$ cat config.mk
export PLATFORM = sky130hd
export DESIGN_NAME = lhm_ctrl
export DESIGN_NICKNAME = d
export VERILOG_FILES = /design/src/pkg/lhm_pkg.sv /design/src/rtl/lhm_ctrl.sv /design/src/rtl/lhm_timeout.sv
export SDC_FILE = /design/constraint.sdc
export NUM_CORES = 1
export LEC_CHECK = 0
export BUFFER_PORTS_ARGS = -buffer_cell sky130_fd_sc_hd__buf_4
export CAP_MARGIN = 20
export CORE_ASPECT_RATIO = 1.75
export CORE_UTILIZATION = 55
export DETAILED_ROUTE_END_ITERATION = 7
export PLACE_DENSITY = 0.72
export SLEW_MARGIN = 20
export SYNTH_ARGS = -nofsm -noshare
export SYNTH_HDL_FRONTEND = slang
export SYNTH_HIERARCHICAL = 1
export SYNTH_SLANG_ARGS = --single-unit
$ cat constraint.sdc
create_clock -name clk_i -period 5.1 [get_ports clk_i]
set_input_delay 1.275 -clock clk_i [delete_from_list [all_inputs] [get_ports clk_i]]
set_output_delay 1.275 -clock clk_i [all_outputs]
set_load 0.05 [all_outputs]
$ cat src/pkg/lhm_pkg.sv
// Constants, register layout and state type for the fail-safe (limp-home) controller.
// Assumes a 100 MHz core clock and a host reaching the registers over the serial link.

package lhm_pkg;

  // Register addresses on the serial link
  localparam logic [6:0] ADDR_FSC  = 7'h33;
  localparam logic [6:0] ADDR_CUR1 = 7'h02;
  localparam logic [6:0] ADDR_CUR2 = 7'h03;
  localparam logic [6:0] ADDR_CUR3 = 7'h04;

  // Field positions in the fail-safe control register
  localparam int STATUS_BIT = 7;
  localparam int EXIT_HI    = 6;
  localparam int EXIT_LO    = 4;
  localparam int TOUT_HI    = 3;
  localparam int TOUT_LO    = 1;
  localparam int CFG_BIT    = 0;

  // Exit-bit codes
  localparam logic [2:0] EXIT_REFRESH = 3'h7;
  localparam logic [2:0] EXIT_STEP1   = 3'h1;
  localparam logic [2:0] EXIT_STEP2   = 3'h2;
  localparam logic [2:0] EXIT_STEP3   = 3'h4;

  // Per-channel override codes (01 and 11 follow the pin)
  localparam logic [1:0] OVR_OFF = 2'h0;
  localparam logic [1:0] OVR_ON  = 2'h2;

  // Values after reset
  localparam logic [2:0] EXIT_RST = 3'h0;
  localparam logic [2:0] TOUT_RST = 3'h0;
  localparam logic [7:0] CUR_RST  = 8'h00;
  localparam logic [5:0] OVR_RST  = 6'h00;

  // Serial frame: R/W bit, 7 address bits, 8 data bits
  localparam logic [4:0] FRAME_BITS = 5'h10;
  localparam logic [4:0] ADDR_BITS  = 5'h08;
  localparam int         RW_BIT     = 15;

  // Timing: setting n (1..8) lasts n base units
  localparam int          CLK_KHZ       = 100_000;
  localparam int          TOUT_BASE_MS  = 10;
  localparam int unsigned TOUT_BASE_CYC = TOUT_BASE_MS * CLK_KHZ;

  typedef enum logic [2:0] {
    ST_NORMAL,
    ST_FAILSAFE,
    ST_NVM_ACCESS,
    ST_NVM_USE,
    ST_NVM_UNUSED
  } lhm_state_t;

endpackage : lhm_pkg

$ cat src/rtl/lhm_ctrl.sv
// Fail-safe controller top: serial register slave, mode states, channel drive.
// Assumes link pins are asynchronous to clk_i; mode requests, stored settings,
// undervoltage and fail-silent inputs come from logic on clk_i.
`timescale 1ns/1ps

module lhm_ctrl #(
  parameter int unsigned TOUT_BASE_CYC = lhm_pkg::TOUT_BASE_CYC
) (
  input  wire logic       clk_i,
  input  wire logic       rst_i,
  input  wire logic       csb_n_i,
  input  wire logic       sclk_i,
  input  wire logic       sdi_i,
  output logic            sdo_o,
  output logic            sdo_oe_n_o,
  input  wire logic [2:0] pwm_i,
  input  wire logic       nvm_access_req_i,
  input  wire logic       nvm_use_req_i,
  input  wire logic       nvm_unused_req_i,
  input  wire logic       undervoltage_i,
  input  wire logic       fail_silent_i,
  input  wire logic [7:0] nv_current_ch1_i,
  input  wire logic [7:0] nv_current_ch2_i,
  input  wire logic [7:0] nv_current_ch3_i,
  input  wire logic [5:0] failsafe_channel_override_i,
  output logic [7:0]      led_current_ch1_o,
  output logic [7:0]      led_current_ch2_o,
  output logic [7:0]      led_current_ch3_o,
  output logic [2:0]      ch_on_o,
  output logic            failsafe_o,
  output logic            nvm_allowed_o
);

  lhm_pkg::lhm_state_t state_r;
  lhm_pkg::lhm_state_t state_nxt;

  logic        csb_s1, csb_s2, csb_d;
  logic        sclk_s1, sclk_s2, sclk_d;
  logic        sdi_s1, sdi_s2;
  logic [2:0]  pwm_s1, pwm_s2;
  logic        sclk_fall, sclk_rise, csb_fall, csb_rise;
  logic [4:0]  cnt_r;
  logic [15:0] rx_r;
  logic [7:0]  tx_r;
  logic        sdo_r;
  logic        wr_stb, wr_ok, fsc_wr;
  logic [6:0]  wr_addr;
  logic [7:0]  wr_data;
  logic [2:0]  wr_exit;
  logic [2:0]  exit_r;
  logic [2:0]  tout_r;
  logic [1:0]  step_r;
  logic        exit_done;
  logic        refresh;
  logic        expire;
  logic        silent_r;
  logic [7:0]  cur1_r, cur2_r, cur3_r;
  logic [5:0]  ovr_r;
  logic [7:0]  fsc_rd;
  logic [7:0]  rd_data;
  logic        drive_ok;
  logic [2:0]  ch_on_r;

  // Two-flop synchronisers for every pin from outside the clock domain
  always_ff @(posedge clk_i or posedge rst_i) begin
    if (rst_i) begin
      csb_s1  <= 1'b1;
      csb_s2  <= 1'b1;
      sclk_s1 <= 1'b0;
      sclk_s2 <= 1'b0;
      sdi_s1  <= 1'b0;
      sdi_s2  <= 1'b0;
      pwm_s1  <= 3'h0;
      pwm_s2  <= 3'h0;
    end else begin
      csb_s1  <= csb_n_i;
      csb_s2  <= csb_s1;
      sclk_s1 <= sclk_i;
      sclk_s2 <= sclk_s1;
      sdi_s1  <= sdi_i;
      sdi_s2  <= sdi_s1;
      pwm_s1  <= pwm_i;
      pwm_s2  <= pwm_s1;
    end
  end

  // Edge history taken from the second stage only
  always_ff @(posedge clk_i or posedge rst_i) begin
    if (rst_i) begin
      csb_d  <= 1'b1;
      sclk_d <= 1'b0;
    end else begin
      csb_d  <= csb_s2;
      sclk_d <= sclk_s2;
    end
  end

  assign sclk_fall = sclk_d && !sclk_s2;
  assign sclk_rise = !sclk_d && sclk_s2;
  assign csb_fall  = csb_d && !csb_s2;
  assign csb_rise  = !csb_d && csb_s2;

  // Receive: sample on falling clock, keep the first 16 bits of a frame
  always_ff @(posedge clk_i or posedge rst_i) begin
    if (rst_i) begin
      cnt_r <= 5'h0;
      rx_r  <= 16'h0000;
    end else if (csb_s2) begin
      cnt_r <= 5'h0;
    end else if (sclk_fall && cnt_r != lhm_pkg::FRAME_BITS) begin
      rx_r  <= {rx_r[14:0], sdi_s2};
      cnt_r <= cnt_r + 5'h1;
    end
  end

  // Frames shorter than 16 bits are dropped at chip-select release
  assign wr_stb  = csb_rise && (cnt_r == lhm_pkg::FRAME_BITS) && !rx_r[lhm_pkg::RW_BIT];
  assign wr_addr = rx_r[14:8];
  assign wr_data = rx_r[7:0];
  assign wr_exit = wr_data[lhm_pkg::EXIT_HI:lhm_pkg::EXIT_LO];
  assign fsc_wr  = wr_stb && (wr_addr == lhm_pkg::ADDR_FSC);

  // Only the control register is writable while in fail-safe
  assign wr_ok = wr_stb && ((state_r != lhm_pkg::ST_FAILSAFE) || fsc_wr);

  // Control register readback: live status and configuration flags
  always_comb begin
    fsc_rd = 8'h00;
    fsc_rd[lhm_pkg::STATUS_BIT] = (state_r == lhm_pkg::ST_FAILSAFE);
    fsc_rd[lhm_pkg::EXIT_HI:lhm_pkg::EXIT_LO] = exit_r;
    fsc_rd[lhm_pkg::TOUT_HI:lhm_pkg::TOUT_LO] = tout_r;
    fsc_rd[lhm_pkg::CFG_BIT] = (state_r == lhm_pkg::ST_NVM_USE);
  end

  // Read mux by the address already shifted in; unmapped reads as zero
  always_comb begin
    unique case (rx_r[6:0])
      lhm_pkg::ADDR_FSC:  rd_data = fsc_rd;
      lhm_pkg::ADDR_CUR1: rd_data = cur1_r;
      lhm_pkg::ADDR_CUR2: rd_data = cur2_r;
      lhm_pkg::ADDR_CUR3: rd_data = cur3_r;
      default:            rd_data = 8'h00;
    endcase
  end

  // Transmit: first byte is the control register, second the addressed one
  always_ff @(posedge clk_i or posedge rst_i) begin
    if (rst_i) begin
      tx_r  <= 8'h00;
      sdo_r <= 1'b0;
    end else if (csb_fall) begin
      sdo_r <= fsc_rd[7];
      tx_r  <= {fsc_rd[6:0], 1'b0};
    end else if (!csb_s2 && sclk_rise) begin
      if (cnt_r == lhm_pkg::ADDR_BITS) begin
        sdo_r <= rd_data[7];
        tx_r  <= {rd_data[6:0], 1'b0};
      end else begin
        sdo_r <= tx_r[7];
        tx_r  <= {tx_r[6:0], 1'b0};
      end
    end
  end

  assign sdo_o      = sdo_r;
  assign sdo_oe_n_o = csb_s2; // Released while deselected

  // Refresh needs 111 in the exit bits; time-out is taken from the same write
  assign refresh = fsc_wr && (wr_exit == lhm_pkg::EXIT_REFRESH);

  lhm_timeout #(
    .BASE_CYC (TOUT_BASE_CYC)
  ) u_timeout (
    .clk_i     (clk_i),
    .rst_i     (rst_i),
    .run_i     (state_r == lhm_pkg::ST_NORMAL),
    .restart_i (refresh),
    .sel_i     (tout_r),
    .expire_o  (expire)
  );

  // Control register fields take writes in every state
  always_ff @(posedge clk_i or posedge rst_i) begin
    if (rst_i) begin
      exit_r <= lhm_pkg::EXIT_RST;
      tout_r <= lhm_pkg::TOUT_RST;
    end else if (fsc_wr) begin
      exit_r <= wr_exit;
      tout_r <= wr_data[lhm_pkg::TOUT_HI:lhm_pkg::TOUT_LO];
    end
  end

  // Exit progress; any other value starts over, a new 001 re-arms step one
  always_ff @(posedge clk_i or posedge rst_i) begin
    if (rst_i) begin
      step_r <= 2'h0;
    end else if (state_r != lhm_pkg::ST_FAILSAFE) begin
      step_r <= 2'h0;
    end else if (fsc_wr) begin
      unique case (wr_exit)
        lhm_pkg::EXIT_STEP1: step_r <= 2'h1;
        lhm_pkg::EXIT_STEP2: step_r <= (step_r == 2'h1) ? 2'h2 : 2'h0;
        default:             step_r <= 2'h0;
      endcase
    end
  end

  assign exit_done = fsc_wr && (state_r == lhm_pkg::ST_FAILSAFE) &&
                     (wr_exit == lhm_pkg::EXIT_STEP3) && (step_r == 2'h2);

  // Mode state: NVM Use and not-in-use hold until power-on reset
  always_comb begin
    state_nxt = state_r;
    unique case (state_r)
      lhm_pkg::ST_NORMAL: begin
        if (expire) begin
          state_nxt = lhm_pkg::ST_FAILSAFE;
        end else if (nvm_access_req_i) begin
          state_nxt = lhm_pkg::ST_NVM_ACCESS;
        end
      end
      lhm_pkg::ST_FAILSAFE: begin
        if (exit_done) begin
          state_nxt = lhm_pkg::ST_NORMAL;
        end
      end
      lhm_pkg::ST_NVM_ACCESS: begin
        if (nvm_use_req_i) begin
          state_nxt = lhm_pkg::ST_NVM_USE;
        end else if (nvm_unused_req_i) begin
          state_nxt = lhm_pkg::ST_NVM_UNUSED;
        end else if (!nvm_access_req_i) begin
          state_nxt = lhm_pkg::ST_NORMAL;
        end
      end
      lhm_pkg::ST_NVM_USE:    state_nxt = lhm_pkg::ST_NVM_USE;
      lhm_pkg::ST_NVM_UNUSED: state_nxt = lhm_pkg::ST_NVM_UNUSED;
      default:                state_nxt = lhm_pkg::ST_NORMAL;
    endcase
  end

  always_ff @(posedge clk_i or posedge rst_i) begin
    if (rst_i) begin
      state_r <= lhm_pkg::ST_NORMAL;
    end else begin
      state_r <= state_nxt;
    end
  end

  // Control registers: stored settings load on entry, else gated host writes
  always_ff @(posedge clk_i or posedge rst_i) begin
    if (rst_i) begin
      cur1_r <= lhm_pkg::CUR_RST;
      cur2_r <= lhm_pkg::CUR_RST;
      cur3_r <= lhm_pkg::CUR_RST;
      ovr_r  <= lhm_pkg::OVR_RST;
    end else if (state_r == lhm_pkg::ST_NORMAL && expire) begin
      cur1_r <= nv_current_ch1_i;
      cur2_r <= nv_current_ch2_i;
      cur3_r <= nv_current_ch3_i;
      ovr_r  <= failsafe_channel_override_i;
    end else if (wr_ok) begin
      unique case (wr_addr)
        lhm_pkg::ADDR_CUR1: cur1_r <= wr_data;
        lhm_pkg::ADDR_CUR2: cur2_r <= wr_data;
        lhm_pkg::ADDR_CUR3: cur3_r <= wr_data;
        default:            cur1_r <= cur1_r;
      endcase
    end
  end

  // Fail-silent latches until power-on reset, in any mode
  always_ff @(posedge clk_i or posedge rst_i) begin
    if (rst_i) begin
      silent_r <= 1'b0;
    end else if (fail_silent_i) begin
      silent_r <= 1'b1;
    end
  end

  // NVM Use and not-in-use force channel outputs off; current register writes still land
  assign drive_ok = !undervoltage_i && !silent_r && !fail_silent_i &&
                    (state_r != lhm_pkg::ST_NVM_USE) &&
                    (state_r != lhm_pkg::ST_NVM_UNUSED);

  // Channel drive: off while drive_ok is low, else override in fail-safe, PWM pins otherwise
  always_ff @(posedge clk_i or posedge rst_i) begin
    if (rst_i) begin
      ch_on_r <= 3'h0;
    end else begin
      for (int i = 0; i < 3; i++) begin
        if (!drive_ok) begin
          ch_on_r[i] <= 1'b0;
        end else if (state_r == lhm_pkg::ST_FAILSAFE) begin
          if (ovr_r[2*i +: 2] == lhm_pkg::OVR_OFF) begin
            ch_on_r[i] <= 1'b0;
          end else if (ovr_r[2*i +: 2] == lhm_pkg::OVR_ON) begin
            ch_on_r[i] <= 1'b1;
          end else begin
            ch_on_r[i] <= pwm_s2[i];
          end
        end else begin
          ch_on_r[i] <= pwm_s2[i];
        end
      end
    end
  end

  assign ch_on_o           = ch_on_r;
  assign led_current_ch1_o = cur1_r;
  assign led_current_ch2_o = cur2_r;
  assign led_current_ch3_o = cur3_r;
  assign failsafe_o        = (state_r == lhm_pkg::ST_FAILSAFE);
  assign nvm_allowed_o     = (state_r == lhm_pkg::ST_NVM_USE);

endmodule : lhm_ctrl

$ cat src/rtl/lhm_timeout.sv
// Refresh time-out timer: a base-unit divider and a unit counter.
// Assumes run, restart and select come from logic on the same clock.
`timescale 1ns/1ps

module lhm_timeout #(
  parameter int unsigned BASE_CYC = lhm_pkg::TOUT_BASE_CYC
) (
  input  wire logic       clk_i,
  input  wire logic       rst_i,
  input  wire logic       run_i,
  input  wire logic       restart_i,
  input  wire logic [2:0] sel_i,
  output logic            expire_o
);

  logic [31:0] div_r;
  logic        tick;
  logic [3:0]  units_r;
  logic        done_r;
  logic [3:0]  limit;

  // Setting n lasts n units, code 000 is setting one
  assign limit = {1'b0, sel_i} + 4'h1;
  assign tick  = (div_r == BASE_CYC[31:0] - 32'h1);

  // Base-unit divider, held at zero while stopped
  always_ff @(posedge clk_i or posedge rst_i) begin
    if (rst_i) begin
      div_r <= 32'h0;
    end else if (!run_i || restart_i || tick) begin
      div_r <= 32'h0;
    end else begin
      div_r <= div_r + 32'h1;
    end
  end

  // Unit counter; compare with >= so a shortened setting still expires
  always_ff @(posedge clk_i or posedge rst_i) begin
    if (rst_i) begin
      units_r <= 4'h0;
      done_r  <= 1'b0;
    end else if (!run_i || restart_i) begin
      units_r <= 4'h0;
      done_r  <= 1'b0;
    end else if (!done_r && units_r >= limit) begin
      done_r  <= 1'b1;
    end else if (tick && units_r != 4'hF) begin
      units_r <= units_r + 4'h1;
    end
  end

  // One pulse per expiry, then quiet until restarted
  assign expire_o = run_i && !restart_i && !done_r && (units_r >= limit);

endmodule : lhm_timeout

=== Word level (Yosys, flattened, before mapping) ===
Cells that the tools add are included.

* Output and inout bits: 31
* Bits in latches: 0
* Bits in read-only memories: 0
* Memories: 0
* Flip-flop bits (word level): 126
* RAM bits: 0
* Logic and storage cells: 170

* Bitwise gates (word level): 1
* Equality and inequality tests: 33
* Multipliers: 0
* Reductions and logical operators: 57
* Add/sub/neg operators: 4
* Order comparisons: 1
* Mux-type cells: 47
* Div/mod/pow operators: 0
* Shift operators: 0

{| class="wikitable"
|+ Operators by type and width
! kind !! number
|-
| 2-to-1 mux 8 bit || 12
|-
| adder 32 x 1 -> 32 bit (second input constant) || 1
|-
| == test 32 x 20 -> 1 bit (second input constant) || 1
|-
| 2-to-1 mux 32 bit || 1
|-
| one-hot mux 8 bit (4 select lines) || 1
|-
| == test 7 x 2 -> 1 bit (second input constant) || 4
|-
| logical AND 1 bit || 24
|-
| 2-to-1 mux 3 bit || 6
|-
| nonzero test 2 bit || 9
|-
| 2-to-1 mux 1 bit || 17
|-
| one-hot mux 3 bit (5 select lines) || 1
|-
| == test 7 x 3 -> 1 bit (second input constant) || 2
|-
| == test 7 x 6 -> 1 bit (second input constant) || 2
|-
| 2-to-1 mux 4 bit || 3
|-
| zero test 1 bit || 11
|-
| 2-to-1 mux 5 bit || 2
|-
| AND reduction 2 bit || 5
|-
| == test 3 x 2 -> 1 bit (second input constant) || 3
|-
| == test 3 bit (second input constant) || 3
|-
| == test 2 bit (second input constant) || 4
|-
| inequality test 4 bit (second input constant) || 2
|-
| == test 3 x 1 -> 1 bit (second input constant) || 2
|-
| zero test 2 bit || 3
|-
| 2-to-1 mux 2 bit || 3
|-
| 17 further kinds || 21
|}

=== Longest topological paths before layout ===
Gate-level depths: netlist (run 1).

* Depth after elaboration: 13
* Mapped depth: 12

=== Hierarchy ===
Netlist (run 1), hierarchy kept.

{| class="wikitable"
|+ Modules (own cells, without submodules)
! module !! sequential area each (µm²) !! times used !! cells each !! area an instance (µm²)
|-
| lhm_ctrl || 2205.9 || 1 || 436 || 4448.0
|-
| lhm_timeout || 925.9 || 1 || 222 || 2095.8
|}

=== Least setup slack after synthesis (run 1) ===
No wires, ideal clock.

* Path type: register to register
* From: register csb_s2, in the netlist sdo_oe_n_o
* To: register cur2_r[1], in the netlist led_current_ch2_o[1]
* Setup time: 0.082 ns
* Clock period less this slack: 2.647 ns
* Path slack: 2.453 ns
* Buffers on the path: 1
* Data required time: 5.018 ns
* Stages on the path, launching flop included: 11
* Arrival: 2.565 ns
* Cells stage by stage: dfstp_2 nor4b_2 nand4_1 nor2_2 and3_1 nand2b_1 nor2_1 nand2_1 clkbuf_1 nor2_1 a31oi_1

* Word-level cells in the longest chain between the ends: 12

{| class="wikitable"
|+ RTL lines
! item !! line !! source
|-
| start: declaration || lhm_ctrl.sv:37 || <nowiki>logic csb_s1, csb_s2, csb_d;</nowiki>
|-
| start signal: assignment || lhm_ctrl.sv:77 || <nowiki>csb_s2 <= csb_s1;</nowiki>
|-
| logical AND 1 bit * || lhm_ctrl.sv:101 || <nowiki>assign csb_rise = !csb_d && csb_s2;</nowiki>
|-
| logical AND 1 bit * (2 in series) || lhm_ctrl.sv:117 || <nowiki>assign wr_stb = csb_rise && (cnt_r == lhm_pkg::FRAME_BITS) && !rx_r[lhm_pkg::RW_BIT];</nowiki>
|-
| logical AND 1 bit * || lhm_ctrl.sv:121 || <nowiki>assign fsc_wr = wr_stb && (wr_addr == lhm_pkg::ADDR_FSC);</nowiki>
|-
| logical AND 1 bit * || lhm_ctrl.sv:169 || <nowiki>assign refresh = fsc_wr && (wr_exit == lhm_pkg::EXIT_REFRESH);</nowiki>
|-
| via refresh || lhm_ctrl.sv:54 || <nowiki>logic refresh;</nowiki>
|-
| zero test 1 bit * || lhm_timeout.sv:53 || <nowiki>assign expire_o = run_i && !restart_i && !done_r && (units_r >= limit);</nowiki>
|-
| logical AND 1 bit * (3 in series) || lhm_timeout.sv:53 ||
|-
| via expire || lhm_ctrl.sv:55 || <nowiki>logic expire;</nowiki>
|-
| logical AND 1 bit * || lhm_ctrl.sv:257 || <nowiki>end else if (state_r == lhm_pkg::ST_NORMAL && expire) begin</nowiki>
|-
| nonzero test 2 bit (no line) || n/a ||
|-
| AND reduction 2 bit (no line) || n/a ||
|-
| end signal: assignment || lhm_ctrl.sv:254 || <nowiki>cur2_r <= lhm_pkg::CUR_RST;</nowiki>
|-
| end signal: assignment || lhm_ctrl.sv:259 || <nowiki>cur2_r <= nv_current_ch2_i;</nowiki>
|-
| end signal: assignment || lhm_ctrl.sv:265 || <nowiki>lhm_pkg::ADDR_CUR2: cur2_r <= wr_data;</nowiki>
|-
| end: declaration || lhm_ctrl.sv:57 || <nowiki>logic [7:0] cur1_r, cur2_r, cur3_r;</nowiki>
|}

Mark *: on every way through the listed nets, which the timed path passes. The rest lies on a longest branch.
A chain may end at the register's enable or synchronous reset.

=== Final worst setup path (run 1) ===
* From: register cnt_r[0]
* To: register cur3_r[4], in the netlist led_current_ch3_o[4]

* Word-level cells in the longest chain between the ends: 12

{| class="wikitable"
|+ RTL lines
! item !! line !! source
|-
| start: declaration || lhm_ctrl.sv:42 || <nowiki>logic [4:0] cnt_r;</nowiki>
|-
| start signal: assignment || lhm_ctrl.sv:112 || <nowiki>cnt_r <= cnt_r + 5'h1;</nowiki>
|-
| == test 5 bit * || lhm_ctrl.sv:117 ||
|-
| logical AND 1 bit * (2 in series) || lhm_ctrl.sv:117 ||
|-
| logical AND 1 bit * || lhm_ctrl.sv:121 ||
|-
| logical AND 1 bit * || lhm_ctrl.sv:169 ||
|-
| via refresh || lhm_ctrl.sv:54 ||
|-
| zero test 1 bit * || lhm_timeout.sv:53 ||
|-
| logical AND 1 bit * (3 in series) || lhm_timeout.sv:53 ||
|-
| via expire || lhm_ctrl.sv:55 ||
|-
| logical AND 1 bit * || lhm_ctrl.sv:257 ||
|-
| nonzero test 2 bit (no line) || n/a ||
|-
| AND reduction 2 bit (no line) || n/a ||
|-
| end signal: assignment || lhm_ctrl.sv:255 || <nowiki>cur3_r <= lhm_pkg::CUR_RST;</nowiki>
|-
| end signal: assignment || lhm_ctrl.sv:260 || <nowiki>cur3_r <= nv_current_ch3_i;</nowiki>
|-
| end signal: assignment || lhm_ctrl.sv:266 || <nowiki>lhm_pkg::ADDR_CUR3: cur3_r <= wr_data;</nowiki>
|-
| end: declaration || lhm_ctrl.sv:57 ||
|}

Marked as above.

==> results of run 1 <==
## through the flow
stage | power, mW | util (%)
3_5_place_dp | 1.57 | 61.3
6_report | 2.83 | 66.6
3_3_place_gp | 1.56 | 61.3
4_1_cts | 2.84 | 66.6
5_1_grt | 2.93 | 66.6
2_1_floorplan | 1.44 | -
## power by group through the flow
| stage | combinational (mW) | sequential (mW) | clock (mW) |
|---|---|---|---|
| 2_1_floorplan | 0.298 | 1.14 | 0 |
| 3_3_place_gp | 0.399 | 1.16 | 0 |
| 3_5_place_dp | 0.407 | 1.16 | 0 |
| 4_1_cts | 0.411 | 1.15 | 1.29 |
| 5_1_grt | 0.447 | 1.15 | 1.33 |
| 6_report | 0.412 | 1.15 | 1.27 |
## worst register-to-register path, delay by kind of cell (launching register included)
kind                       cells  cell delay [ns]
DFF                            1             0.39
adders and majority gates      1             0.26
buffers and inverters          2             0.55
and+or+nand+nor                8             1.92
AOI/OAI and AO/OA              1             0.17
## per-layer routing
metal | track usage [%] | vias up | part of all wire, %
met5 | 0 | - | 0
met4 | 12.9 | 0 | 3.8
met3 | 7.35 | 46 | 5.8
met2 | 52.9 | 209 | 54
met1 | 31.6 | 2624 | 37
li1 | - | 2510 | -
## cells in the mapped netlist (11+ instances only)
master    number
o21ai_0       19
dfrtp_1      122
mux2_2        22
nand2_1       38
clkbuf_1      21
xor2_1        11
o31ai_1       16
inv_1         19
xnor2_1       26
nor2_1        84
a21oi_1       19
nand4_1       37
a31oi_1       24
nor4_1        14
nand3_1       20
## kinds of logic (layout without fill, tap and decap cells)
group                    after synthesis  count (layout)  synth area share (%)
adder cells (fa/ha/maj)                9               9                  1.72
flip-flops                           125             125                  47.9
AO/OA/AOI/OAI                        125             125                  13.1
multiplexers                          22              22                  3.79
XOR/XNOR                              37              37                  4.95
AND/OR/NAND/NOR                      279             279                  24.3
buffers and inverters                 61             129                  4.28
## final cells by class
type | count | area [um2] | area share, %
inverters | 20 | 76.3 | 0.989
well taps | 135 | 169 | 2.19
clock buffers | 17 | 425 | 5.52
repair buffers | 78 | 586 | 7.59
clock inverters | 14 | 194 | 2.51
multi-input cells | 472 | 3130 | 40.6
flip-flops and latches | 125 | 3130 | 40.6
## worst min-delay path by stage
stage | endpoint | slack, ns | cells past startpoint
after floorplan | pwm_s2[0] | 0.33 | 0
after global placement | pwm_s2[2] | 0.33 | 0
after detailed placement | pwm_s2[1] | 0.33 | 0
after CTS | pwm_s2[0] | 0.34 | 0
after global routing | pwm_s2[0] | 0.35 | 0
final | pwm_s2[0] | 0.34 | 0
## sequential cells by signal, summed over array words and instances, names as in the netlist, 4 cells and up
signal,cells
ovr_r,6
rx_r,16
tx_r,7
cnt_r,5
u_timeout/div_r,32
led_current_ch1_o,8
u_timeout/units_r,4
led_current_ch2_o,8
led_current_ch3_o,8
## cell usage in the layout (no fill, tap or decap), types with 4 or more instances in the layout
cell,count
or3b_2,4
a211oi_1,8
xor2_1,11
bufinv_16,4
buf_4,78
nor4_1,14
ha_1,9
nor2b_1,5
a31oi_1,24
nand3b_1,6
a22o_1,10
nor3_1,10
and4_1,6
nor2_1,84
and3_1,8
nand2b_1,8
nand3_1,20
clkbuf_16,17
o21ai_0,19
or3_1,4
or2_2,4
o21ai_1,4
clkinv_2,4
o31ai_1,16
inv_1,18
o22ai_1,7
dfrtp_1,122
nand2_1,38
nand4_1,37
xnor2_1,26
a21oi_1,19
mux2_2,22
==> impl_results.md, run 1 <==
- Largest fanout on the critical path: 54
- Syn Inst Count: 658
- Die Height: 146 um
- Setup Skew: 0.00942 ns
- Core area: 0.0116 mm2
- Initial Util: 56.5%
- Row count: 52
- Worst VDD drop: 0.276 mV
- CTS resizes: 0
- Post-place setup slack: 1.78 ns
- Max incr delay on CP: 0.43 ns
- Final instance count without filler cells: 861
- CTS tree: built
- Synthesized area per cell: 9.94 um2
- Global-route wire length before repair: 28.1 mm
- GRT Util Overall: 29.1%
- Post-route setup slack: 1.72 ns
- Max Clk Rate: 296 MHz
- Critical path arrival: 3.71 ns
- PwrDens: 367 mW/mm2
- Tmin final: 3.38 ns
- First-pass DRT Iterations: 8
- Worst flop-to-flop path startpoint: cnt_r[0]
- Synth warnings: 6
- Fillers: 891
- Largest net degree at the start of global routing: 55
- RR Endpoint: led_current_ch3_o[4]
- Grt ovf: 0
- R2R Setup Slk: 1.72 ns
- Fin. Hold Viols: 0
- Synth area leaders: dfrtp_1 (47%), nor2_1 (4.8%), mux2_2 (3.8%)
- Fin area: 0.00771 mm2
- Slew Limit Fails: 0
- EDFF count, synth: 0
- Vias in the first global route: 5703
- Slowest CP cell: nor2_2
- Reg2Reg Depth: 12
- Crit path max-delay family: simple AND/OR/NAND/NOR gates
- CP Depth: 12
- Root buf cell: clkbuf_16
- Flop pwr share: 40.5%
- CP Launch Point: cnt_r[0]
- Synth top area share: 46.7%
- Net load switching power: 0.810 mW
- Initial antenna violation count: 0
- Failing checks: DRC
- Cell count after placement: 830
- Hold Slack: 0.340 ns
- H-Tree Depth: 4
- Cell Area, Placed: 0.00709 mm2
- Pleak: 3.21 nW
- DRC: 4
- # diodes: 0
- Synthesized cell area: 0.00654 mm2
- Reg clk slew, reported paths: 0.06 ns
- Total wire length: 16.8 mm
- Skew-Pair Late Insertion Delay: 0.42 ns
- Slew margin rel.: 41.2%
- Nets@finish: 766
- RSZ-0062 raised after global routing: false
- GP Congestion: 0.891
- Fin crit share: 66.3%
- Via density: 6.26
- Yosys top cell by area: dfrtp_1
- Comb pwr share: 14.5%
- Area added between synthesis and finish: 17.9%
- Sink Count: 125
- Routed vias: 5389
- Crit Path Category: reg2reg
- Max-cap violations: 0
- Die W: 84.5 um
- Finish-stage setup viols: 0
- Most common cell on crit path: nor2_1
- Post-route setup TNS: 0 ns
- Num CTS Buffers: 17
- Async SR Flop Fraction: 100%
- Synthesized Nets: 710
- Fraction of layout cells with a size suffix above 1: 22.3%
- Worst-Margin Slew: 0.869 ns
- Num ports: 74
- Final ANT Viol Nets: 0
- Hold Startpoint: pwm_s1[0]
- Worst Setup End Kind: flop
- Worst setup SP type: flop
- Register area share after synthesis: 47.9%
- Post-CTS Setup Repair Bufs: 0
- Clock Power Share: 44.9%
- Hold Buf Count CTS: 0
- Clock tree buffer depth: 2
- # port buffers: 73
- DP HPWL: 11.9 mm
- Power Internal: 2.02 mW
- Synthesis-stage register bit count: 125
- CP bufs+invs: 2
- WL/cell: 19.5 um
- Top_reg_cell synth: dfrtp_1
- Sw Share: 28.6%
- Die footprint: 0.0124 mm2
- Crit-path cells: inv_1 -> ha_1 -> and4bb_2 -> nand4_1 -> nor2_2 -> and3_1 -> nand2b_1 -> nor2_1 -> nand2_1 -> buf_4 -> nor2_1 -> a31oi_1
- Outcome: complete, but fails checks
- Detailed Route Iter0 Violations: 268
- Yosys cell types: 71
- CP Data Required Time: 5.43 ns
- Crit path to: led_current_ch3_o[4]
- Worst Hold Class: reg2reg
Note: power is estimated with default switching activity, not from simulation.
==> inputs of run 2 (changes only) <==
--- a/config.mk
+++ b/config.mk
@@ -5,12 +5,13 @@
 export SDC_FILE = /design/constraint.sdc
 export NUM_CORES = 1
 export LEC_CHECK = 0
+export ABC_AREA = 1
 export BUFFER_PORTS_ARGS = -buffer_cell sky130_fd_sc_hd__buf_4
 export CAP_MARGIN = 20
 export CORE_ASPECT_RATIO = 1.75
 export CORE_UTILIZATION = 55
 export DETAILED_ROUTE_END_ITERATION = 7
-export PLACE_DENSITY = 0.72
+export PLACE_DENSITY = 0.71
 export SLEW_MARGIN = 20
 export SYNTH_ARGS = -nofsm -noshare
 export SYNTH_HDL_FRONTEND = slang
==> constraint.sdc (replaced) <==
create_clock -name clk_i -period 3.3 [get_ports clk_i]
set_input_delay 0.825 -clock clk_i [delete_from_list [all_inputs] [get_ports clk_i]]
set_output_delay 0.825 -clock clk_i [all_outputs]
set_load 0.05 [all_outputs]
==> run 2 against run 1 <==
The flow now finishes without violations. Synthesized cell count up 37%. Sequential power is 84% higher. Worst hold slack gained 0.0062 ns. Global-route usage up 3.1 points. Design area rose by 5.3%. Clock-buffer cell count is 1 higher. Register-to-register slack got worse by 1.3 ns. Routed wire length increased by 14%. Critical path type unchanged. Highest routed layer unchanged.
==> impl_results.md, run 2 <==
- Synth cell count leaders: nand2_1 (246), dfrtp_1 (122), nand3_1 (119)
- Reg clk slew, reported paths: 0.06 ns (about the same)
- Total power: 6.09 mW (+110%)
- Register area share after synthesis: 46.1% (-1.8 points)
- Row count: 53 (+1.9%)
- Slew Limit Fails: 0 (unchanged)
- Num CTS Buffers: 17 (unchanged)
- Sink Count: 125 (unchanged)
- Post-route setup slack: 0.382 ns (-1.34 ns)
- Setup Skew: 0.0103 ns (+0.000921 ns)
- Via density: 5.50 (-12%)
- Worst setup SP type: flop
- GRT Util Overall: 32.2% (+3.1 points)
- Final ANT Viol Nets: 0 (unchanged)
- First-pass DRT Iterations: 5 (-3)
- Comb pwr share: 34.2% (+20 points)
- Yosys cell types: 39 (-45%)
- CP Data Required Time: 3.60 ns (-1.83 ns)
- Global-route wire length before repair: 31.3 mm (+11%)
- # port buffers: 73 (unchanged)
- Top_reg_cell synth: dfrtp_1
- Detailed Route Iter0 Violations: 384 (+43%)
- Top Registers: u_timeout/div_r x32, rx_r x16
- Root buf cell: clkbuf_16
- Synth area leaders: dfrtp_1 (45%), nand2_1 (14%), nand3_1 (8.8%)
- Largest net degree at the start of global routing: 44 (-20%)
- Async SR Flop Fraction: 100% (unchanged)
- Count leader, synth: nand2_1
- Post-route setup TNS: 0 ns (unchanged)
- Fin crit share: 88.4% (+22 points)
- Yosys top cell by area: dfrtp_1
- Critical path arrival: 3.22 ns (-0.49 ns)
- Routed vias: 6371 (+18%)
- Grt ovf: 0 (unchanged)
- PwrDens: 749 mW/mm2 (+100%)
- Fillers: 1033 (+16%)
- DRC: 0 (-4)
- Sw Share: 41.5% (+13 points)
- Die Height: 149 um (+1.9%)
- CTS tree: built
- Synthesized area per cell: 7.56 um2 (-24%)
- WHS Endpoint: pwm_s2[0]
- Synthesized cell area: 0.00680 mm2 (+3.8%)
- Power Internal: 3.56 mW (+76%)
- CP Launch Point: cnt_r[0]
- Worst Hold Class: reg2reg
- Clock Power Share: 31.0% (-14 points)
- Slew margin rel.: 42.1% (+0.81 points)
- Syn Inst Count: 899 (+37%)
- Area added between synthesis and finish: 19.6%
- Outcome: complete, no violations
- Max Clk Rate: 343 MHz (+16%)
- Worst VDD drop: 0.645 mV (+130%)
- Initial Util: 56.6% (+0.11 points)
- Crit-path cells: inv_1 -> ha_1 -> nand4_1 -> nor2_1 -> nand2_1 -> nor2_1 -> inv_1 -> nor2_1 -> nor2_4 -> inv_1 -> nor2_1 -> nand2_1 -> inv_1 -> inv_1 -> nor2_2 -> inv_4 -> nand2_1 -> nand3_1 -> nand2_1
- Synthesized Nets: 951 (+34%)
- Fin area: 0.00812 mm2 (+5.3%)
- WL/cell: 16.5 um (-15%)
- Die footprint: 0.0128 mm2 (+3.8%)
- Clock tree buffer depth: 2 (unchanged)
- Worst Setup End Kind: flop
- Largest register FFs: 32 (unchanged)
- Most common cell on crit path: inv_1
- # diodes: 0 (unchanged)
- Tmin final: 2.92 ns (-0.461 ns)
- Flop pwr share: 34.9% (-5.6 points)
- Slowest CP cell: dfrtp_1
- Hold Buf Count CTS: 0 (unchanged)
- Nets@finish: 1033 (+35%)
- Cell Area, Placed: 0.00753 mm2 (+6.1%)
- Reg2Reg Depth: 19 (+7)
- RR Endpoint: led_current_ch3_o[4]
- Pleak: 3.89 nW (+21%)
- Worst-Margin Slew: 0.868 ns (-0.000817 ns)
- RSZ-0062 raised after global routing: false
- Finish-stage setup viols: 0 (unchanged)
- Crit Path Category: reg2reg
- Largest Register: u_timeout/div_r
- Total wire length: 19.1 mm (+14%)
- Max-cap violations: 0 (unchanged)
- Synthesis-stage register bit count: 125 (unchanged)
- Commonest non-fill, non-tap cell in the layout: nand2_1
- EDFF count, synth: 0 (unchanged)
- Largest fanout on the critical path: 38 (-30%)
- H-Tree Depth: 4 (unchanged)
- Worst flop-to-flop path startpoint: cnt_r[0]
- DP HPWL: 14.4 mm (+21%)
- GP Congestion: 0.932 (+4.6%)
- Num ports: 74 (unchanged)
- Post-CTS Setup Repair Bufs: 0 (unchanged)
- Vias in the first global route: 6463 (+13%)
- Synth top area share: 44.9% (-1.7 points)
- Die W: 86.0 um (+1.9%)
- Most frequent cells in the layout: nand2_1 (245), dfrtp_1 (122), nand3_1 (119)
- Skew-Pair Late Insertion Delay: 0.42 ns (about the same)
- Synth warnings: 6 (unchanged)
- Hold Path Stages: 0 (unchanged)
- Net load switching power: 2.53 mW (+210%)
- Initial antenna violation count: 0 (unchanged)
- Post-place setup slack: 0.207 ns (-1.57 ns)
- Fin. Hold Viols: 0 (unchanged)
- Max incr delay on CP: 0.40 ns (-0.03 ns)
- Core area: 0.0120 mm2 (+3.6%)
- Hold Startpoint: pwm_s1[0]
- R2R Setup Slk: 0.38 ns (-1.34 ns)
- Fraction of layout cells with a size suffix above 1: 17.1% (-5.2 points)
==> run 2: changes by cell type after synthesis, moves of 15 or more <==
| cell | change |
|---|---|
| nand2_1 | +208 |
| nand3_1 | +99 |
| inv_1 | +81 |
| xnor2_1 | -25 |
| o21ai_1 | +23 |
| mux2_2 | -22 |
| a31oi_1 | -21 |
| clkbuf_1 | -15 |
| o31ai_1 | -15 |
==> run 2: worst max path at each step <==
stage / to / slack (ns) / cells past startpoint
finish: led_current_ch3_o[4] / 0.38 / 19
global route: led_current_ch3_o[2] / 0.05 / 20
CTS: led_current_ch3_o[4] / 0.18 / 19
detailed placement: led_current_ch3_o[2] / 0.21 / 19
global placement: led_current_ch3_o[2] / 0.35 / 19
floorplan: ch_on_o[0] / 0.20 / 1
==> run 2: what timing repair did <==
item                                   CTS  global route
resized for setup                        0             3
setup endpoints to repair                0             8
endpoints found under the hold margin    0             0
==> run 2: final cells by class <==
type                            count  area [um2]  share of cell area [%]
Timing Repair Buffer               83         636                    7.82
Clock buffer                       18         439                    5.41
Tap cell                          165         206                    2.54
Multi-Input combinational cell    639        3120                    38.4
Sequential cell                   125        3130                    38.5
Clock inverter                     14         154                    1.89
Inverter                          115         435                    5.36
==> run 2: cell families after synthesis <==
group	synth area share (%)
simple gates	36.3
flops	46.1
buf+inv	8.05
compound gates	6.46
fa+ha+maj	1.66
xor+xnor	1.42
==> run 2: power by group through the flow <==
| stage | Combinational [mW] | Sequential (mW) | Clock, mW |
|---|---|---|---|
| 3_3_place_gp | 2.02 | 2.13 | 0 |
| 3_5_place_dp | 2.06 | 2.14 | 0 |
| 4_1_cts | 2.08 | 2.12 | 1.91 |
| 6_report | 2.08 | 2.12 | 1.89 |
| 2_1_floorplan | 1.02 | 2.51 | 0 |
| 5_1_grt | 2.27 | 2.15 | 1.96 |
==> run 2: worst max-delay path: cells and delay by family, from the launching register on <==
family / cells / cell delay (ns)
DFF: 1 / 0.40
adders and majority gates: 1 / 0.19
buffers and inverters: 6 / 0.68
and+or+nand+nor: 12 / 1.54
==> run 2: metrics by stage <==
stage	hold slack (ns)	utilization [%]	cells
finish	0.347	67.7	1159
global route	0.364	67.7	1159
CTS	0.351	67.6	1159
detailed placement	0.337	62.7	1127
global placement	0.334	62.7	1127
floorplan	0.331	-	899
==> run 2: routing by layer <==
metal / vias up / share of wire [%] / track usage (%)
li1: 3062 / - / -
met4: 0 / 7.3 / 22.5
met5: - / 0 / 0
met3: 82 / 4.0 / 5.31
met1: 2990 / 34 / 32.1
met2: 237 / 55 / 59.4
==> inputs of run 3 (changes only) <==
--- a/config.mk
+++ b/config.mk
@@ -9,11 +9,10 @@
 export BUFFER_PORTS_ARGS = -buffer_cell sky130_fd_sc_hd__buf_4
 export CAP_MARGIN = 20
 export CORE_ASPECT_RATIO = 1.75
-export CORE_UTILIZATION = 55
+export CORE_UTILIZATION = 40
 export DETAILED_ROUTE_END_ITERATION = 7
-export PLACE_DENSITY = 0.71
+export PLACE_DENSITY = 0.54
 export SLEW_MARGIN = 20
 export SYNTH_ARGS = -nofsm -noshare
 export SYNTH_HDL_FRONTEND = slang
-export SYNTH_HIERARCHICAL = 1
 export SYNTH_SLANG_ARGS = --single-unit
==> run 3 against run 2 <==
Synthesized cell count is 8.1% lower. Critical endpoint is now u_timeout.units_r[3]. Highest routed layer unchanged. Global-route usage is 8.4 points lower. Clock power is essentially flat. Worst setup slack improved by 0.46 ns. Sequential share of layout area increased by 1.1 points. Die area grew 32%. Routed wire length shrank 2.7%. Core utilization decreased by 18 points. First-iteration DRC count down 30%.
==> impl_results.md, run 3 <==
- Outcome: complete, no violations
- Final instance count without filler cells: 1109 (-4.3%)
- Row count: 61 (+15%)
- Synthesized Nets: 878 (-7.7%)
- Initial Util: 41.1% (-16 points)
- Slew margin rel.: 58.9% (+17 points)
- Async SR Flop Fraction: 100% (unchanged)
- Max-cap violations: 0 (unchanged)
- Slew Limit Fails: 0 (unchanged)
- Yosys cell types: 42 (+7.7%)
- Register area: 0.00313 mm2 (unchanged)
- Largest net degree at the start of global routing: 86 (+95%)
- Synthesized cell area: 0.00656 mm2 (-3.5%)
- Core area: 0.0160 mm2 (+33%)
- # port buffers: 73 (unchanged)
- Vias in the first global route: 6041 (-6.5%)
- Total wire length: 18.6 mm (-2.7%)
- Fin crit share: 74.4% (-14 points)
- Max Clk Rate: 407 MHz (+19%)
- Area added between synthesis and finish: 20.5%
- Skew-Pair Late Insertion Delay: 0.42 ns (about the same)
- Synthesized area per cell: 7.94 um2 (+5.0%)
- Largest Register: u_timeout.div_r
- CTS tree: built
- Final ANT Viol Nets: 0 (unchanged)
- Syn Inst Count: 826 (-8.1%)
- Footprint of the multi-input gates: 0.00293 mm2 (-6.2%)
- Critical path arrival: 2.75 ns (-0.47 ns)
- Die footprint: 0.0169 mm2 (+32%)
- Total power: 6.03 mW (-0.94%)
- Worst VDD drop: 0.590 mV (-8.5%)
- Routed vias: 5853 (-8.1%)
- Synth top area share: 46.6% (+1.6 points)
- Reg clk slew, reported paths: 0.05 ns (about the same)
- Sink Count: 125 (unchanged)
- Fin area: 0.00790 mm2 (-2.8%)
- Clock tree buffer depth: 2 (unchanged)
- H-Tree Depth: 4 (unchanged)
- Post-CTS Setup Repair Bufs: 0 (unchanged)
- Top Registers: u_timeout.div_r x32, rx_r x16
- Worst Setup End Kind: flop
- Worst-Margin Slew: 0.615 ns (-0.253 ns)
- Largest register FFs: 32 (unchanged)
- CTS resizes: 0 (unchanged)
- Die Height: 171 um (+15%)
- Yosys top cell by area: dfrtp_1
- PwrDens: 763 mW/mm2 (+1.9%)
- Crit Path Category: reg2reg
- Count leader, synth: nand2_1
- Crit path to: u_timeout.units_r[3]
- Fin. Hold Viols: 0 (unchanged)
- Detailed Route Iter0 Violations: 267 (-30%)
- DRC: 0 (unchanged)
- Root buf cell: clkbuf_16
- CP Data Required Time: 3.60 ns (about the same)
- RR Endpoint: u_timeout.units_r[3]
- Post-route setup TNS: 0 ns (unchanged)
- Die W: 98.8 um (+15%)
- Fillers: 1596 (+55%)
- Global-route wire length before repair: 30.5 mm (-2.5%)
- Most frequent cells in the layout: nand2_1 (189), dfrtp_1 (122), nand3_1 (116)
- GP Congestion: 0.928 (-0.47%)
- Grt ovf: 0 (unchanged)
- R2R Setup Slk: 0.84 ns (+0.46 ns)
- Num CTS Buffers: 17 (unchanged)
- Worst Hold Class: reg2reg
- Largest fanout on the critical path: 53 (+39%)
- Synth area leaders: dfrtp_1 (47%), nand2_1 (11%), nand3_1 (8.9%)
- Worst setup SP type: flop
- Via density: 5.28 (-4.0%)
- Synth warnings: 0 (-6)
- Fraction of layout cells with a size suffix above 1: 17.5% (+0.40 points)
- Register area share after synthesis: 47.8% (+1.7 points)
- GRT Util Overall: 23.8% (-8.4 points)
- Hold Slack: 0.354 ns (+0.00775 ns)
- Commonest non-fill, non-tap cell in the layout: nand2_1
- RSZ-0062 raised after global routing: false
- Synthesis-stage register bit count: 125 (unchanged)
- WL/cell: 16.8 um (+1.7%)
- Hold Buf Count CTS: 0 (unchanged)
- EDFF count, synth: 0 (unchanged)
- Nets@finish: 959 (-7.2%)
- Cell Area, Placed: 0.00730 mm2 (-3.0%)
- Worst flop-to-flop path startpoint: tout_r[1]
- First-pass DRT Iterations: 4 (-1)
- Finish-stage setup viols: 0 (unchanged)
- Post-route setup slack: 0.844 ns (+0.462 ns)
- Pleak: 3.69 nW (-5.2%)
- Top_reg_cell synth: dfrtp_1
- # diodes: 0 (unchanged)
- Post-place setup slack: 0.834 ns (+0.627 ns)
- Num ports: 74 (unchanged)
- Reg2Reg Depth: 14 (-5)
- Initial antenna violation count: 0 (unchanged)
- Setup Skew: 0.00878 ns (-0.00156 ns)
- Synth cell count leaders: nand2_1 (189), dfrtp_1 (122), nand3_1 (116)
- Cell count after placement: 1077 (-4.4%)
- DP HPWL: 14.3 mm (-0.74%)
- Util after Layout: 49.5% (-18 points)
- CP Launch Point: tout_r[1]
- Tmin final: 2.46 ns (-0.462 ns)
## run 3: report_power, final
part           switching [mW]  total (mW)  internal [mW]  leakage (nW)
clock                   0.693        1.90           1.20         0.283
combinational            1.44        2.01          0.579          1.77
sequential              0.310        2.11           1.80          1.63
## run 3: layer usage
| metal | global-route usage, % | up-vias | part of all wire (%) |
|---|---|---|---|
| met5 | 0 | - | 0 |
| met4 | 18.6 | 0 | 7.7 |
| met3 | 3.78 | 67 | 2.8 |
| met2 | 43.6 | 159 | 54 |
| met1 | 23.9 | 2765 | 35 |
| li1 | - | 2862 | - |
## run 3: worst min path at each step
stage / slack, ns / start / cells past startpoint / endpoint
after floorplan: 0.33 / pwm_s1[0] / 0 / pwm_s2[0]
after global placement: 0.33 / sdi_s1 / 0 / sdi_s2
after detailed placement: 0.34 / sdi_s1 / 0 / sdi_s2
after CTS: 0.36 / sdi_s1 / 0 / sdi_s2
after global routing: 0.36 / csb_s1 / 0 / sdo_oe_n_o
final: 0.35 / sclk_s1 / 0 / sclk_s2
## run 3: critical path: stages, from the launching register on
cell and delay (ns):
dfrtp_1 0.43, ha_1 0.21, xnor2_1 0.16, ha_1 0.27, nand2_1 0.07, inv_1 0.04, nand2_1 0.05, nand3_1 0.06
nand2_1 0.11, inv_1 0.08, nand3_4 0.06, buf_4 0.43, nand2_2 0.19, nand2_1 0.10, o21ai_1 0.06
## run 3: cell families after synthesis
kind of cell	synth area share, %
DFF	47.8
buffers and inverters	7.54
and+or+nand+nor	33.3
adders and majority gates	1.72
AOI/OAI and AO/OA	7.08
xor gates and xnor gates	2.54
## run 3: cell type report
class	count	share of cell area (%)
Sequential cell	125	39.6
Multi-Input combinational cell	579	37.1
Timing Repair Buffer	79	7.67
Clock buffer	21	5.70
Inverter	105	5.07
Tap cell	189	2.99
Clock inverter	11	1.84
